`src/lao_pkg.sv`:
```
// Package of constants and carrier types for the lift auxiliary output logic.
package lao_pkg;

	// Clock rate and the daily test period.
	localparam int unsigned CLK_HZ           = 50_000_000;
	localparam longint unsigned DAY_S        = 86_400;
	localparam longint unsigned DAY_CYCLES   = DAY_S * CLK_HZ;
	// Inverter reset pulse length in milliseconds, and its count of cycles.
	localparam int unsigned INV_RST_MS       = 500;
	localparam int unsigned INV_RST_CYCLES   = INV_RST_MS * (CLK_HZ / 1000);
	// Width of the cycle counters.
	localparam int unsigned CNT_W            = 48;
	localparam logic [CNT_W-1:0] CNT_RESET   = 48'h0000_0000_0000;
	localparam logic OUT_RESET               = 1'b0;

	// States of the UPS test sequence.
	typedef enum logic [1:0]
	{
		UPS_IDLE    = 2'b00,
		UPS_REQUEST = 2'b01,
		UPS_DRIVE   = 2'b10,
		UPS_BLOCKED = 2'b11
	} lao_ups_state_t;

	// Inputs from the shaft sensors and the controller.
	typedef struct packed
	{
		logic level_upper;
		logic level_lower;
		logic inverter_fault;
		logic test_drive_done;
		logic test_drive_error;
	} lao_inputs_t;

endpackage

```
`src/lao_aux_outputs.sv`:
```
// Auxiliary output functions: daily UPS test, inverter reset and door zone.
`timescale 1ns/1ps
// Overview of operation
// - Test relay output interrupts UPS phase supply.
// - Daily, open UPS supply and test drive.
// - Error during test drive blocks lift.
// - Inverter fault asserts driver reset output.
// - Door zone on when both sensors active.
// - Door zone independent of motion state.
// - Door zone doubles as floor level indication.
module lao_aux_outputs
	import lao_pkg::*;
#(
	parameter longint unsigned DAY_LEN = DAY_CYCLES,
	parameter int unsigned     RST_LEN = INV_RST_CYCLES
)
(
	input  wire logic        core_clk,            // System clock, 50 MHz.
	input  wire logic        rstn,                // Asynchronous reset, active low.
	input  wire lao_inputs_t in_sig,              // Sensor and controller inputs.
	output logic             ups_test_relay_out,  // Relay opening UPS phase supply.
	output logic             test_drive_req,      // Asks controller for a UPS drive.
	output logic             lift_blocked,        // Lift operation inhibited.
	output logic             inverter_reset_out,  // Reset pulse to motor inverter.
	output logic             door_zone_out,       // Door unlocking zone.
	output logic             floor_level_out      // Floor level indication.
);

	lao_ups_state_t   state_ff, nxt_state;
	logic [CNT_W-1:0] day_cnt_ff, nxt_day_cnt;
	logic [CNT_W-1:0] rst_cnt_ff, nxt_rst_cnt;
	logic             relay_ff, nxt_relay;
	logic             req_ff, nxt_req;
	logic             blk_ff, nxt_blk;
	logic             inv_ff, nxt_inv;
	logic             zone_ff, nxt_zone;

	// True on the last count of the day; the sequence and its check share it.
	function automatic logic day_expired(input logic [CNT_W-1:0] cnt);
		return cnt >= CNT_W'(DAY_LEN - 1);
	endfunction

	// Daily timer and UPS test sequence; the blocked state is left only by reset.
	always_comb
	begin
		nxt_state   = state_ff;
		nxt_day_cnt = day_cnt_ff;
		nxt_relay   = OUT_RESET;
		nxt_req     = OUT_RESET;
		nxt_blk     = blk_ff;
		case (state_ff)
			UPS_IDLE:
			begin
				if (day_expired(day_cnt_ff))
				begin
					nxt_day_cnt = CNT_RESET;
					nxt_state   = UPS_REQUEST;
					nxt_relay   = 1'b1;
				end
				else
				begin
					nxt_day_cnt = day_cnt_ff + CNT_W'(1);
				end
			end
			UPS_REQUEST, UPS_DRIVE:
			begin
				nxt_relay = 1'b1;
				nxt_req   = 1'b1;
				nxt_state = UPS_DRIVE;
				if (in_sig.test_drive_error)
				begin
					nxt_state = UPS_BLOCKED;
					nxt_relay = 1'b0;
					nxt_req   = 1'b0;
					nxt_blk   = 1'b1;
				end
				else if (state_ff == UPS_DRIVE && in_sig.test_drive_done)
				begin
					nxt_state = UPS_IDLE;
					nxt_relay = 1'b0;
					nxt_req   = 1'b0;
				end
			end
			UPS_BLOCKED:
			begin
				nxt_blk = 1'b1;
			end
			default:
			begin
				nxt_state = UPS_IDLE;
			end
		endcase
	end

	// Inverter reset pulse: a fault starts a pulse of fixed length.
	always_comb
	begin
		nxt_inv     = inv_ff;
		nxt_rst_cnt = rst_cnt_ff;
		if (inv_ff)
		begin
			if (rst_cnt_ff >= CNT_W'(RST_LEN - 1))
			begin
				nxt_inv     = 1'b0;
				nxt_rst_cnt = CNT_RESET;
			end
			else
			begin
				nxt_rst_cnt = rst_cnt_ff + CNT_W'(1);
			end
		end
		else if (in_sig.inverter_fault)
		begin
			nxt_inv     = 1'b1;
			nxt_rst_cnt = CNT_RESET;
		end
	end

	// Door zone from both levelling sensors, ignoring motion.
	always_comb
	begin
		nxt_zone = in_sig.level_upper & in_sig.level_lower;
	end

	// Registers for all groups; every output is forced inactive in reset.
	always_ff @(posedge core_clk or negedge rstn)
	begin
		if (!rstn)
		begin
			state_ff   <= UPS_IDLE;
			day_cnt_ff <= CNT_RESET;
			rst_cnt_ff <= CNT_RESET;
			relay_ff   <= OUT_RESET;
			req_ff     <= OUT_RESET;
			blk_ff     <= OUT_RESET;
			inv_ff     <= OUT_RESET;
			zone_ff    <= OUT_RESET;
		end
		else
		begin
			state_ff   <= nxt_state;
			day_cnt_ff <= nxt_day_cnt;
			rst_cnt_ff <= nxt_rst_cnt;
			relay_ff   <= nxt_relay;
			req_ff     <= nxt_req;
			blk_ff     <= nxt_blk;
			inv_ff     <= nxt_inv;
			zone_ff    <= nxt_zone;
		end
	end

	assign ups_test_relay_out = relay_ff;
	assign test_drive_req     = req_ff;
	assign lift_blocked       = blk_ff;
	assign inverter_reset_out = inv_ff;
	assign door_zone_out      = zone_ff;
	assign floor_level_out    = zone_ff;
endmodule

```
`config.mk`:
```
export PLATFORM = sky130hd
export DESIGN_NAME = lao_aux_outputs
export DESIGN_NICKNAME = d
export VERILOG_FILES = /design/src/lao_pkg.sv /design/src/lao_aux_outputs.sv
export SDC_FILE = /design/constraint.sdc
export NUM_CORES = 1
export LEC_CHECK = 0
export ABC_AREA = 1
export BUFFER_PORTS_ARGS = -buffer_cell sky130_fd_sc_hd__buf_2
export CORE_MARGIN = 2
export CORE_UTILIZATION = 57
export CTS_CLUSTER_SIZE = 8
export DETAILED_ROUTE_END_ITERATION = 10
export GPL_TIMING_DRIVEN = 0
export PLACE_DENSITY_LB_ADDON = 0.08
export SYNTH_ARGS = -nofsm -noshare
export SYNTH_HDL_FRONTEND = slang
export SYNTH_SLANG_ARGS = --single-unit
export TNS_END_PERCENT = 20
```
`constraint.sdc`:
```
create_clock -name core_clk -period 1.9 [get_ports core_clk]
set_clock_uncertainty 0.05 [all_clocks]
set_input_delay 0.38 -clock core_clk [delete_from_list [all_inputs] [get_ports core_clk]]
set_output_delay 0.38 -clock core_clk [all_outputs]
set_load 0.02 [all_outputs]
```
==> results.ini <==
[setup_path]
arrival_ns = 2.07
critPathMaxFanout = 8
criticalPathCategory = reg -> reg
worstRegToRegCells = 11
cp-end-kind = flip-flop
required_ns = 2.13
startpoint_type = flip-flop

[synthesis]
synthesis.nets = 802
synth_area_leader_cell = dfrtp_1
yosysWarnings = 0
netlist_top_cells_area = dfrtp_1, nand2_1, nor2_1, inv_1, nand3_1
ys_async_sr_fraction = 1.00
avgSynthCellArea_sq_um = 7.42
synth_seq_cells = 103
syn_area_sq_um = 5860
synth_edf_count = 0
synth.yosys.seq_area_share = 0.440
netlist_instances = 790
ys.flop_type = dfrtp_1
netlist.area_leader.share = 0.440
ys_types = 37

[timing]
setup_viol = 0
whs_ns = 0.130
hold_violations = 0
fmax_mhz = 542
relSlewSlack = 0.568
rsz0062_at_grt = yes
min_period_ns = 1.84
tightest_slew_ns = 0.643
setup_tns_ns = 0
final_max_slew_viol_count = 0
fin_crit_sh = 0.971

[finish]
drive_gt1_frac = 0.145
area.growth.synth_to_final_pct = 12.4
fin_nets = 840
layout_commonest_cell = nand2_1
mostFrequentLayoutCells = nand2_1, nor2_1, dfrtp_1
antenna_cells = 0
nFillCells = 874

[run_status]
outcome = completed

[global_routing]
grt_overflow = 0
groute.usage.overall = 0.242
grt_pass1_wl_um = 21600
antenna_found_initial = 0
first_global_vias = 4861
grt_max_degree = 70

[power_and_ir_drop]
peakVddDrop_mv = 0.634
p_leak_nw = 3.19
power_density_nw_per_um2 = 636

[flow_run]
cap_violations = 0

[route]
met3WireLength_um = 567
met2_length_um = 6040
antenna_left = 0
routed_via_density = 5.12
wl_met1_um = 5810
drtIter0Drc = 239
top_layer = met4
wl_per_cell_um = 13.0
drc = 0
vias = 4954
first_pass_iters = 5
wl_um = 12500

[floorplanning]
die-area_sq_um = 11100
ios = 13
rows = 37
start_util = 0.578
die_h_um = 105
core_area_sq_um = 10100
fp.dieW_um = 105

[cts]
root_buffer = clkbuf_8
cts-buffers-inserted = 9
cts_sinks = 103
worstSkewPairLatency_ns = 0.39
h-tree-depth = 3
clk_pin_slew_ns = 0.09
cts_buffer_depth = 2
cts_tree = done

[place]
port-buffer-count = 12
gp_congestion = 0.900
dp_hpwl_um = 9050

[min_path]
hp-class = in -> reg
holdPathStages = 3

## sequential cells by signal, summed over array words and instances (netlist names)
register,cells
rst_cnt_ff,48
test_drive_req,1
door_zone_out,1
lift_blocked,1
day_cnt_ff,48
inverter_reset_out,1
ups_test_relay_out,1
state_ff,2
## layer usage
metal	GRT usage	vias up
li1	-	2519
met1	0.318	2340
met2	0.404	85
met3	0.0575	10
met4	0.0657	0
met5	0	-
## worst paths after layout
check	start	to	slack, ns
worst max register to register	state_ff[0]	day_cnt_ff[19]	0.06
worst min register to register	lift_blocked	lift_blocked	0.42
max in group asynchronous	rstn	day_cnt_ff[44]	0.66
min in group asynchronous	rstn	day_cnt_ff[14]	0.44
worst min-delay path	in_sig[3]	door_zone_out	0.13
worst max-delay path	state_ff[0]	day_cnt_ff[19]	0.06
## cell families after synthesis
| group | Yosys count | share of synthesized area |
|---|---|---|
| compound gates | 29 | 0.0271 |
| simple gates | 492 | 0.377 |
| flops | 103 | 0.440 |
| buf+inv | 123 | 0.0884 |
| fa+ha+maj | 5 | 0.0107 |
| xor+xnor | 38 | 0.0568 |
## metrics by stage
step	utilization	total power, mW	setup WS, ns	std cells	instance area, sq um
floorplan	-	2.71	0.117	790	5860
global placement	0.601	2.81	-0.696	938	6090
detailed placement	0.604	2.83	-0.260	939	6120
CTS	0.633	4.21	0.0135	961	6420
global route	0.650	4.40	-0.0394	968	6590
finish	0.650	4.19	0.0554	968	6590
## Yosys cell counts (2+ instances only)
cell type,n
a21oi_1,6
buf_2,5
buf_4,2
clkbuf_1,6
dfrtp_1,103
ha_1,5
inv_1,100
inv_2,6
nand2_1,203
nand2_2,7
nand2_4,2
nand3_1,58
nand3_2,4
nand3b_1,2
nand4_1,21
nor2_1,140
nor2_2,20
nor2_4,7
nor3_1,18
nor3_2,3
nor4_1,2
o21ai_0,14
o22ai_1,5
or2_2,2
xnor2_1,8
xor2_1,30
## area by class of cell
| type | instances | area (sq um) | share of cell area |
|---|---|---|---|
| inverters | 107 | 422 | 0.0640 |
| flip-flops and latches | 103 | 2580 | 0.391 |
| well taps | 136 | 170 | 0.0258 |
| multi-input cells | 564 | 2920 | 0.442 |
| clock buffers | 12 | 145 | 0.0220 |
| plain buffers | 16 | 118 | 0.0179 |
| repair buffers | 27 | 198 | 0.0300 |
| clock inverters | 3 | 43.8 | 0.00665 |
## critical path, stage by stage (launching register included)
cell	delay, ns
dfrtp_1	0.40
inv_2	0.07
ha_2	0.17
buf_6	0.12
inv_6	0.06
nor2_4	0.11
inv_4	0.06
nor2_4	0.09
nand4_1	0.20
buf_4	0.21
xor2_1	0.14
nor2_1	0.06
## power by group
| part | internal [mW] | switching [mW] | total [mW] |
|---|---|---|---|
| registers | 2.29 | 0.125 | 2.41 |
| clock network | 0.640 | 0.736 | 1.38 |
| logic | 0.180 | 0.227 | 0.408 |
| total | 3.11 | 1.09 | 4.19 |
## what timing repair did
item	4_1_cts	5_1_grt
resized for setup	13	30
cloned	0	0
endpoints found under the hold margin	34	0
buffers inserted	6	7
hold buffers	1	0
pin swaps	3	8
endpoints found under the setup margin	40	77
(Power assumes the default switching activity.)
